[config.mk]
export PLATFORM = sky130hd
export DESIGN_NAME = sbit_timer
export DESIGN_NICKNAME = d
export VERILOG_FILES = /design/src/sbit_pkg.sv /design/src/sbit_sync3.sv /design/src/sbit_timer.sv
export SDC_FILE = /design/constraint.sdc
export NUM_CORES = 1
export LEC_CHECK = 0
export ABC_AREA = 1
export BUFFER_PORTS_ARGS = -buffer_cell sky130_fd_sc_hd__buf_2
export CAP_MARGIN = 20
export CORE_AREA = 3 3 93 95
export CTS_CLUSTER_SIZE = 40
export DETAILED_ROUTE_END_ITERATION = 7
export DIE_AREA = 0 0 96 98
export PLACE_DENSITY = 0.84
export SLEW_MARGIN = 20
export SYNTH_ARGS = -nofsm -noshare
export SYNTH_HDL_FRONTEND = slang
export SYNTH_HIERARCHICAL = 1
export SYNTH_SLANG_ARGS = --single-unit
[constraint.sdc]
create_clock -name core_clk -period 7.2 [get_ports core_clk]
set_clock_uncertainty 0.15 [all_clocks]
set_input_delay 0.72 -clock core_clk [delete_from_list [all_inputs] [get_ports core_clk]]
set_output_delay 0.72 -clock core_clk [all_outputs]
set_load 0.1 [all_outputs]
[src/sbit_pkg.sv]
/*
 * Package of the sixteen-bit interval timer: register byte offsets, control
 * field positions, reset values and prescaler terminal counts.
 * Assumes a 32-bit APB slave with each register in one aligned word.
 */
package sbit_pkg;

    // ------------------------------------------------------------------
    // Register map
    // ------------------------------------------------------------------
    localparam logic [11:0] OFS_CONTROL = 12'h000;
    localparam logic [11:0] OFS_COUNT = 12'h004;
    localparam logic [11:0] OFS_PERIOD = 12'h008;
    localparam logic [11:0] OFS_STATUS = 12'h00c;
    localparam logic [11:0] OFS_MASK = 12'h010;

    // ------------------------------------------------------------------
    // Control fields
    // ------------------------------------------------------------------
    localparam int BIT_COUNT_RUN = 15;
    localparam int BIT_HALT_IN_IDLE = 13;
    localparam int BIT_GATE_ACCUMULATE_EN = 6;
    localparam int BIT_PRESCALE_HI = 5;
    localparam int BIT_PRESCALE_LO = 4;
    localparam int BIT_EXT_INPUT_SYNC = 2;
    localparam int BIT_COUNT_SOURCE_SEL = 1;
    localparam logic [15:0] CONTROL_WRITABLE = 16'ha076;

    // ------------------------------------------------------------------
    // Reset values
    // ------------------------------------------------------------------
    localparam logic [15:0] CONTROL_RESET = 16'h0000;
    localparam logic [15:0] COUNT_RESET = 16'h0000;
    localparam logic [15:0] PERIOD_RESET = 16'hffff;
    localparam logic STATUS_RESET = 1'b0;
    localparam logic MASK_RESET = 1'b0;

    // ------------------------------------------------------------------
    // Prescaler terminal counts for 1:1, 1:8, 1:64 and 1:256
    // ------------------------------------------------------------------
    localparam logic [1:0] PRESCALE_1 = 2'h0;
    localparam logic [1:0] PRESCALE_8 = 2'h1;
    localparam logic [1:0] PRESCALE_64 = 2'h2;
    localparam logic [7:0] TERM_1 = 8'h00;
    localparam logic [7:0] TERM_8 = 8'h07;
    localparam logic [7:0] TERM_64 = 8'h3f;
    localparam logic [7:0] TERM_256 = 8'hff;

endpackage : sbit_pkg

[src/sbit_sync3.sv]
/*
 * Three-stage synchroniser for one pin level, with a filtered level and a
 * one-cycle rising-edge pulse.
 * Assumes the pin is asynchronous to core_clk and rst_n is already synchronous.
 */
`timescale 1ns/10ps

module sbit_sync3 (
    input wire logic core_clk,
    input wire logic rst_n,
    input wire logic pin_in,
    output logic level,
    output logic rise
);

    logic s1_q;
    logic s2_q;
    logic s3_q;
    logic level_q;

    // A change is believed only once the second and third stages agree.
    always_ff @(posedge core_clk or negedge rst_n) begin
        if (!rst_n) begin
            s1_q <= 1'b0;
            s2_q <= 1'b0;
            s3_q <= 1'b0;
        end else begin
            s1_q <= pin_in;
            s2_q <= s1_q;
            s3_q <= s2_q;
        end
    end

    always_ff @(posedge core_clk or negedge rst_n) begin
        if (!rst_n) begin
            level_q <= 1'b0;
        end else if (s2_q == s3_q) begin
            level_q <= s3_q;
        end
    end

    assign level = level_q;
    assign rise = (s2_q == s3_q) && s3_q && !level_q;

endmodule : sbit_sync3

[src/sbit_timer.sv]
/*
 * Sixteen-bit interval timer / event counter with APB register access,
 * prescaler, gate, idle halt, period match and a masked interrupt.
 * Assumes core_clk is the instruction-cycle clock and idle_mode comes from
 * logic on the same clock; ext_count_pin and gate_in are asynchronous pins.
 */
`timescale 1ns/10ps

// Contract
// RL1: Sixteen-bit free-running timer or event counter.
// RL2: Timer modes count the instruction-cycle clock.
// RL3: Counter modes count the external pin.
// RL4: External synchronisation follows the prescaler.
// RL5: Asynchronous counter mode skips synchronisation.
// RL6: Run bit starts and stops counting.
// RL7: Idle-stop bit halts counting in idle.
// RL8: Gate bit enables gated accumulation internally.
// RL9: Gate bit ignored with external source.
// RL10: Prescale field divides by 1, 8, 64, 256.
// RL11: Source bit picks pin edges or clock.
// RL12: Sync bit chooses synchronised external counting.
// RL13: Count writes ignored in running synchronous counter.
// RL14: Period match clears count, sets flag.
// RL15: Gated mode counts only while gate high.
module sbit_timer (
    input wire logic core_clk,
    input wire logic reset_n,
    input wire logic psel,
    input wire logic penable,
    input wire logic pwrite,
    input wire logic [11:0] paddr,
    input wire logic [31:0] pwdata,
    output logic [31:0] prdata,
    output logic pready,
    output logic pslverr,
    input wire logic ext_count_pin,
    input wire logic gate_in,
    input wire logic idle_mode,
    output logic irq
);

    // ------------------------------------------------------------------
    // Reset release
    // ------------------------------------------------------------------
    logic rst_a_q;
    logic rst_n;

    always_ff @(posedge core_clk or negedge reset_n) begin
        if (!reset_n) begin
            rst_a_q <= 1'b0;
            rst_n <= 1'b0;
        end else begin
            rst_a_q <= 1'b1;
            rst_n <= rst_a_q;
        end
    end

    // ------------------------------------------------------------------
    // Registers
    // ------------------------------------------------------------------
    logic [15:0] timer_control_q;
    logic [15:0] count_value_q;
    logic [15:0] period_q;
    logic status_q;
    logic mask_q;
    logic [31:0] prdata_q;
    logic pslverr_q;

    logic count_run;
    logic halt_in_idle;
    logic gate_accumulate_en;
    logic [1:0] prescale_sel;
    logic ext_input_sync;
    logic count_source_sel;

    assign count_run = timer_control_q[sbit_pkg::BIT_COUNT_RUN];
    assign halt_in_idle = timer_control_q[sbit_pkg::BIT_HALT_IN_IDLE];
    assign gate_accumulate_en = timer_control_q[sbit_pkg::BIT_GATE_ACCUMULATE_EN];
    assign prescale_sel = timer_control_q[sbit_pkg::BIT_PRESCALE_HI:sbit_pkg::BIT_PRESCALE_LO];
    assign ext_input_sync = timer_control_q[sbit_pkg::BIT_EXT_INPUT_SYNC];
    assign count_source_sel = timer_control_q[sbit_pkg::BIT_COUNT_SOURCE_SEL];

    logic setup_phase;
    logic wr_en;
    logic ctrl_wr;
    logic cnt_wr;
    logic per_wr;
    logic stat_wr;
    logic mask_wr;
    logic sync_counter;

    assign setup_phase = psel && !penable;
    assign wr_en = psel && penable && pwrite;
    assign ctrl_wr = wr_en && (paddr == sbit_pkg::OFS_CONTROL);
    assign cnt_wr = wr_en && (paddr == sbit_pkg::OFS_COUNT);
    assign per_wr = wr_en && (paddr == sbit_pkg::OFS_PERIOD);
    assign stat_wr = wr_en && (paddr == sbit_pkg::OFS_STATUS);
    assign mask_wr = wr_en && (paddr == sbit_pkg::OFS_MASK);
    assign sync_counter = count_run && count_source_sel && ext_input_sync;

    // Zero wait states: the answer is prepared in the setup cycle.
    assign pready = psel && penable;
    assign prdata = prdata_q;
    assign pslverr = pslverr_q;

    always_ff @(posedge core_clk or negedge rst_n) begin
        if (!rst_n) begin
            timer_control_q <= sbit_pkg::CONTROL_RESET;
        end else if (ctrl_wr) begin
            timer_control_q <= pwdata[15:0] & sbit_pkg::CONTROL_WRITABLE;
        end
    end

    always_ff @(posedge core_clk or negedge rst_n) begin
        if (!rst_n) begin
            period_q <= sbit_pkg::PERIOD_RESET;
            mask_q <= sbit_pkg::MASK_RESET;
        end else begin
            if (per_wr) begin
                period_q <= pwdata[15:0];
            end
            if (mask_wr) begin
                mask_q <= pwdata[0];
            end
        end
    end

    always_ff @(posedge core_clk or negedge rst_n) begin
        if (!rst_n) begin
            prdata_q <= 32'h0000_0000;
            pslverr_q <= 1'b0;
        end else if (setup_phase) begin
            pslverr_q <= 1'b0;
            if (paddr == sbit_pkg::OFS_CONTROL) begin
                prdata_q <= {16'h0000, timer_control_q};
            end else if (paddr == sbit_pkg::OFS_COUNT) begin
                prdata_q <= {16'h0000, count_value_q};
            end else if (paddr == sbit_pkg::OFS_PERIOD) begin
                prdata_q <= {16'h0000, period_q};
            end else if (paddr == sbit_pkg::OFS_STATUS) begin
                prdata_q <= {31'h0000_0000, status_q};
            end else if (paddr == sbit_pkg::OFS_MASK) begin
                prdata_q <= {31'h0000_0000, mask_q};
            end else begin
                prdata_q <= 32'h0000_0000;
                pslverr_q <= 1'b1;
            end
        end
    end

    // ------------------------------------------------------------------
    // Count source, gate and prescaler
    // ------------------------------------------------------------------
    logic ext_rise;
    logic gate_level;
    logic active;
    logic gate_ok;
    logic src_tick;
    logic pre_in;
    logic pre_out;
    logic cnt_tick;
    logic [7:0] pre_cnt_q;
    logic [7:0] pre_term;
    logic [1:0] resync_q;

    sbit_sync3 u_ext_sync (
        .core_clk(core_clk),
        .rst_n(rst_n),
        .pin_in(ext_count_pin),
        .level(),
        .rise(ext_rise)
    );

    sbit_sync3 u_gate_sync (
        .core_clk(core_clk),
        .rst_n(rst_n),
        .pin_in(gate_in),
        .level(gate_level),
        .rise()
    );

    assign active = count_run && !(halt_in_idle && idle_mode); // RL6 RL7
    assign src_tick = count_source_sel ? ext_rise : 1'b1; // RL2 RL3 RL11
    // The gate only qualifies the internal clock; an external source ignores it.
    assign gate_ok = count_source_sel || !gate_accumulate_en || gate_level; // RL8 RL9 RL15
    assign pre_in = active && src_tick && gate_ok;

    always_comb begin
        if (prescale_sel == sbit_pkg::PRESCALE_1) begin
            pre_term = sbit_pkg::TERM_1;
        end else if (prescale_sel == sbit_pkg::PRESCALE_8) begin
            pre_term = sbit_pkg::TERM_8;
        end else if (prescale_sel == sbit_pkg::PRESCALE_64) begin
            pre_term = sbit_pkg::TERM_64;
        end else begin
            pre_term = sbit_pkg::TERM_256;
        end
    end

    assign pre_out = pre_in && (pre_cnt_q >= pre_term); // RL10

    // The prescaler restarts whenever the run bit is clear or the count or control register is written.
    always_ff @(posedge core_clk or negedge rst_n) begin
        if (!rst_n) begin
            pre_cnt_q <= 8'h00;
        end else if (!count_run || cnt_wr || ctrl_wr) begin
            pre_cnt_q <= 8'h00;
        end else if (pre_out) begin
            pre_cnt_q <= 8'h00;
        end else if (pre_in) begin
            pre_cnt_q <= pre_cnt_q + 8'h01; // RL10
        end
    end

    // Synchronised counter mode retimes the prescaled tick by two stages.
    always_ff @(posedge core_clk or negedge rst_n) begin
        if (!rst_n) begin
            resync_q <= 2'h0;
        end else if (!active) begin
            resync_q <= 2'h0;
        end else begin
            resync_q <= {resync_q[0], pre_out}; // RL4
        end
    end

    // Asynchronous mode takes the prescaled tick straight, saving two cycles.
    assign cnt_tick = (count_source_sel && ext_input_sync) ? (resync_q[1] && active) : pre_out; // RL4 RL5 RL12

    // ------------------------------------------------------------------
    // Counter, period match and interrupt
    // ------------------------------------------------------------------
    logic period_hit;

    assign period_hit = cnt_tick && (count_value_q == period_q);

    always_ff @(posedge core_clk or negedge rst_n) begin
        if (!rst_n) begin
            count_value_q <= sbit_pkg::COUNT_RESET;
        end else if (cnt_wr && !sync_counter) begin
            count_value_q <= pwdata[15:0]; // RL13
        end else if (period_hit) begin
            count_value_q <= 16'h0000; // RL14
        end else if (cnt_tick) begin
            count_value_q <= count_value_q + 16'h0001; // RL1
        end
    end

    // A match in the clearing cycle keeps the flag set.
    always_ff @(posedge core_clk or negedge rst_n) begin
        if (!rst_n) begin
            status_q <= sbit_pkg::STATUS_RESET;
        end else begin
            status_q <= (status_q && !(stat_wr && pwdata[0])) || period_hit; // RL14
        end
    end

    assign irq = status_q && mask_q;

    // ------------------------------------------------------------------
    // Assertions
    // ------------------------------------------------------------------
    a_run_stops_count: assert property (@(posedge core_clk) disable iff (!rst_n) // RL6
        (!count_run && !cnt_wr) |=> (count_value_q == $past(count_value_q)))
        else $error("count moved while stopped");

    a_idle_halts_count: assert property (@(posedge core_clk) disable iff (!rst_n) // RL7
        (count_run && halt_in_idle && idle_mode && !cnt_wr) |=> (count_value_q == $past(count_value_q)))
        else $error("count moved in idle with halt set");

    a_gate_low_holds: assert property (@(posedge core_clk) disable iff (!rst_n) // RL8
        (!count_source_sel && gate_accumulate_en && !gate_level && !cnt_wr) |=>
        (count_value_q == $past(count_value_q)))
        else $error("gated timer counted with gate low");

    a_gate_ignored_ext: assert property (@(posedge core_clk) disable iff (!rst_n) // RL9
        (count_source_sel && active && ext_rise) |-> pre_in)
        else $error("gate blocked an external edge");

    a_timer_each_cycle: assert property (@(posedge core_clk) disable iff (!rst_n) // RL2
        (active && !count_source_sel && !gate_accumulate_en && prescale_sel == 2'h0 && !cnt_wr
        && !ctrl_wr && count_value_q != period_q) |=> (count_value_q == $past(count_value_q) + 16'h0001))
        else $error("timer did not count every cycle at 1:1");

    a_prescale_eight: assert property (@(posedge core_clk) disable iff (!rst_n) // RL10
        (pre_out && prescale_sel == 2'h1 && !count_source_sel && !gate_accumulate_en && !halt_in_idle) |->
        ($past(pre_in, 7) && $past(count_run, 7)))
        else $error("1:8 prescaler fired early");

    a_sync_after_pre: assert property (@(posedge core_clk) disable iff (!rst_n) // RL12
        (cnt_tick && count_source_sel && ext_input_sync) |-> $past(pre_out, 2))
        else $error("synchronised tick without prescaler output");

    a_async_direct: assert property (@(posedge core_clk) disable iff (!rst_n) // RL5
        (count_source_sel && !ext_input_sync) |-> (cnt_tick == pre_out))
        else $error("asynchronous tick was delayed");

    a_pin_edge_counts: assert property (@(posedge core_clk) disable iff (!rst_n) // RL11
        (active && count_source_sel && !ext_input_sync && prescale_sel == 2'h0 && ext_rise
        && !cnt_wr && !ctrl_wr && count_value_q != period_q) |=>
        (count_value_q == $past(count_value_q) + 16'h0001))
        else $error("pin edge not counted");

    a_write_ignored: assert property (@(posedge core_clk) disable iff (!rst_n) // RL13
        (cnt_wr && sync_counter && !cnt_tick) |=> (count_value_q == $past(count_value_q)))
        else $error("count write taken in synchronous counter");

    a_period_wrap: assert property (@(posedge core_clk) disable iff (!rst_n) // RL14
        (cnt_tick && count_value_q == period_q && !(cnt_wr && !sync_counter)) |=>
        (count_value_q == 16'h0000 && status_q))
        else $error("period match did not wrap and flag");

endmodule : sbit_timer

# [Yosys cells after proc, flatten, opt, wreduce, memory -nomap -nowiden]
# Cells that the tools add are included.
[word_totals] regBits=94 in_bits=52 out_inout_bits=35 word_cells=93
[classes] n_addsub=2 n_lt_le_gt_ge=1 eq_ne=9 n_mux=22 n_reduce_logical=40
[ops] cell="16-bit two-way mux" n=6
[ops] cell="8-bit two-way mux" n=6
[ops] cell="12-bit by 4-bit equality test with 1-bit output, second input constant" n=2
[ops] cell="1-bit logical AND" n=24
[ops] cell="16-bit by 1-bit adder with 16-bit output, second input constant" n=1
[ops] cell="16-bit equality test" n=1
[ops] cell="12-bit by 3-bit equality test with 1-bit output, second input constant" n=1
[ops] cell="12-bit by 5-bit equality test with 1-bit output, second input constant" n=1
[ops] cell="12-bit zero test" n=1
[ops] cell="1-bit two-way mux" n=9
[ops] cell="8-bit by 1-bit adder with 8-bit output, second input constant" n=1
[ops] cell="8-bit greater-or-equal comparator" n=1
[ops] cell="1-bit zero test" n=7
[ops] cell="3-bit nonzero test" n=2
[ops] cell="1-bit logical OR" n=5
[ops] cell="1-bit equality test" n=2
[ops] cell="2-bit by 1-bit equality test with 1-bit output, second input constant" n=1
[ops] cell="2-bit equality test, second input constant" n=1
[ops] cell="2-bit zero test" n=1
[ops] cell="2-bit two-way mux" n=1

# [Logic depth before layout (Yosys ltp)]
[logic_depth] depth_word=11 mapped_depth=16 mapped_depth_nobuf=15

# [Modules after synthesis]
# Netlist, hierarchy kept.
[by_module_without_submodules] module="sbit_timer" n_inst=1 cells_per_inst=586 area_per_inst_um2=4461.8 seq_area_each_um2=1771.7
[by_module_without_submodules] module="sbit_sync3" n_inst=2 cells_per_inst=11 area_per_inst_um2=135.1 seq_area_each_um2=100.1

# [Worst setup path before layout]
# No wires, ideal clock.
[synth_timing] path_type="in2reg" startpoint="in psel" endpoint="reg period_q[11]" setup_ns=0.082 arrival_ns=2.356 required_ns=6.968 slack_ns=4.611 path_stages=7 n_path_buf=1 path_cell_list="nand2_1 inv_1 nand2_1 inv_1 nand4_4 buf_6 mux2_4"
[synth_via] elab_chain_cells=3
[synth_lines] element="start, declared" line_no="sbit_timer.sv:28" source="input wire logic psel,"
[synth_lines] element="1-bit logical AND"
[synth_lines] element="named net pready" line_no="sbit_timer.sv:34" source="output logic pready,"
[synth_lines] element="1-bit logical AND" line_no="sbit_timer.sv:93" source="assign wr_en = psel && penable && pwrite;"
[synth_lines] element="1-bit logical AND" line_no="sbit_timer.sv:96" source="assign per_wr = wr_en && (paddr == sbit_pkg::OFS_PERIOD);"
[synth_lines] element="end signal, assigned" line_no="sbit_timer.sv:116" source="period_q <= sbit_pkg::PERIOD_RESET;"
[synth_lines] element="end signal, assigned" line_no="sbit_timer.sv:120" source="period_q <= pwdata[15:0];"
[synth_lines] element="end, declared" line_no="sbit_timer.sv:63" source="logic [15:0] period_q;"
# The timed path passes the listed nets, and every way through them passes these cells.
# A chain may end at the register's enable or synchronous reset.

# [Worst setup path in the final report]
[layout_timing] startpoint="in paddr[1]" endpoint="reg pre_cnt_q[3]"
[layout_via] elab_chain_cells=5 elab_cells_between_ends=8 classes_between="eq/ne: 1; mux: 1; reduce/logical: 6"
[layout_lines] element="start, declared" line_no="sbit_timer.sv:31" source="input wire logic [11:0] paddr,"
[layout_lines] element="12-bit by 3-bit equality test with 1-bit output" line_no="sbit_timer.sv:95" source="assign cnt_wr = wr_en && (paddr == sbit_pkg::OFS_COUNT);"
[layout_lines] element="1-bit logical AND" line_no="sbit_timer.sv:95"
[layout_lines] element="1-bit logical OR" line_no="sbit_timer.sv:206" source="end else if (!count_run || cnt_wr || ctrl_wr) begin"
[layout_lines] element="1-bit logical OR (*)" line_no="sbit_timer.sv:206"
[layout_lines] element="3-bit nonzero test (no source line) or 8-bit two-way mux (tied branches)"
[layout_lines] element="end signal, assigned" line_no="sbit_timer.sv:211" source="pre_cnt_q <= pre_cnt_q + 8'h01;"
[layout_lines] element="end, declared" line_no="sbit_timer.sv:162" source="logic [7:0] pre_cnt_q;"
# Every way passes the cells marked *; elsewhere a longest branch is shown, timed or not.

==> metrics.txt <==
status=finished, final reports clean; Final Power=901.3 uW; most frequent cell on the critical path=nand2_1; global route overflow=0; WHS=0.1231 ns; Worst Path Class, Setup=input pin to register; cts repair resizes=0; clk slew on worst S/H paths=0.08 ns; final period utilization=35.93%; sequential cell area=1973 um2; Post CTS Setup Buffer Count=0; fmax=386.5 MHz; Sink Count=78; RR Endpoint=count_value_q[9]; Leakage=2.675 nW; Max Buffers Root-to-Sink=2; # rows=32; DR pass1 iterations=7; VDD IR max=0.08854 mV; Worst Hold Class=register to async pin; ANT nets after route=0; slowest library cell on the worst path=nor2_1; Synth Cell Area=4725 um2; Crit path max-delay family=simple AND/OR/NAND/NOR gates; reg2reg path depth=5; Die Y=98 um; final worst path period need=2.587 ns; cts-stage hold buffer count=1; crit path from=paddr[1]; WL/cell=14.30 um; die width=96 um; synthesis warning total=6; H-tree depth=3; Avg Inst Size Synth=7.796 um2; WP depth=13; Num CTS Buffers=9; crit-path cells=buf_2, or2_4, nor2_1, nand2_1, inv_1, nand2_1, inv_2, nand2_2, nand2_1, nor2_1, nand2_2, nand3_1, o21ai_0; drt drc=0; first-pass GRT wire length=18.16 mm; number of diodes=0; crit path max fanout=14; Slew Limit Fails=0; crit start category=input pin; die area=9408 um2; Rel. slew slack=35.99%; RSZ-0062 raised after global routing=no; Final Hold Viols=0; drt via density=5.508; Layout area overhead=10.01%; placed inst area=4962 um2; gpl congestion=0.9085; Worst EP required=7.29 ns; I/O Pins=87; Post-Synthesis Cells=606; Fillers=643; FF-to-FF setup slack=4.79 ns; Worst-Skew Late Latency=0.37 ns; CTS Root Cell=clkbuf_8; largest net degree at the start of global routing=50; Slew @ Worst Pin=0.9573 ns; Net count, final=715; 1st-iter DRT viols=263; CTS tree=yes; total number of vias=4186; Pwr Density=173.4 nW/um2; initial core utilization=60.51%; Total Routing Usage GR=24.38%; fin area=5197 um2; HPWL Detailed=7.749 mm; WP buf/inv=3; # setup viols final=0; pre-CTS setup slack=4.250 ns; Worst EP arrival=2.68 ns; Final WS setup=4.613 ns; vias in the first global route=3931; layout cells sized above 1=17.63%; crit end category=register; Core ar.=7807 um2; Reg-to-Reg Start=timer_control_q[13]; CP max stage delay=0.59 ns; max-cap viol count=0; PortBufs=54; TNS Setup=0 ns; WL final=10.87 mm; area of the multi-input gates=2212 um2; initial antenna violation count=0
layout make-up:
class                   instances  share of cell area (%)
clock buffers                  11                   2.720
clock inverters                 5                   1.613
inverters                      97                   7.005
multi-input cells             410                   42.56
flip-flops and latches         78                   37.96
well taps                     102                   2.455
repair buffers                 57                   5.681
report_power, final:
| group | internal, mW | switching [mW] | total [mW] |
|---|---|---|---|
| Combinational | 0.0132 | 0.0676 | 0.0808 |
| Clock | 0.205 | 0.166 | 0.372 |
| Sequential | 0.443 | 0.00536 | 0.449 |
| Total | 0.662 | 0.239 | 0.901 |
metrics by stage:
stage	std cells	util [%]
after detailed placement	743	63.56
final	760	66.57
after global placement	743	63.56
after floorplan	621	-
after CTS	760	66.57
after global routing	760	66.57
placed cells by master (no fill, tap or decap), types with 2 or more instances in the layout:
cell and instances:
a31oi_1 2, nor3_1 8, clkbuf_8 10, xor2_1 20, nor3_2 2, inv_2 2
o21ai_0 50, ha_1 10, nand3_1 21, nand4_1 43, nor3_4 2, buf_4 2
mux2_2 7, conb_1 17, clkinvlp_4 2, nand2_2 2, o22ai_1 7, nor2_2 3
buf_2 54, nor4_1 2, nor2_1 30, dfstp_2 16, bufinv_16 2, dfrtp_1 61
nand2_1 152, a21oi_1 12, inv_1 95, o211ai_1 3
layer usage:
layer  part of all wire (%)  wire (um)  track usage [%]
met1                     45       4937            34.15
met2                     46       4996            37.87
met3                    7.3        795            5.085
met4                    1.3        141            7.440
met5                      0          0                0
state kept, by name, summed over array words and instances (netlist names):
register           flops
mask_q                 1
status_q               1
period_q              16
count_value_q         16
pslverr                1
timer_control_q        7
u_gate_sync/level      1
u_ext_sync/level       1
pre_cnt_q              8
u_gate_sync/s3_q       1
resync_q               2
rst_a_q                1
u_ext_sync/s3_q        1
rst_n                  1
prdata                16
u_gate_sync/s2_q       1
u_ext_sync/s1_q        1
u_ext_sync/s2_q        1
u_gate_sync/s1_q       1
worst max-delay path by stage:
stage / endpoint / slack, ns
finish: pre_cnt_q[3] / 4.61
global route: pre_cnt_q[3] / 4.28
CTS: pre_cnt_q[3] / 4.63
detailed placement: pre_cnt_q[3] / 4.25
global placement: pre_cnt_q[3] / 4.35
floorplan: period_q[11] / 4.61
No activity file was read; power rests on OpenSTA's default activity.
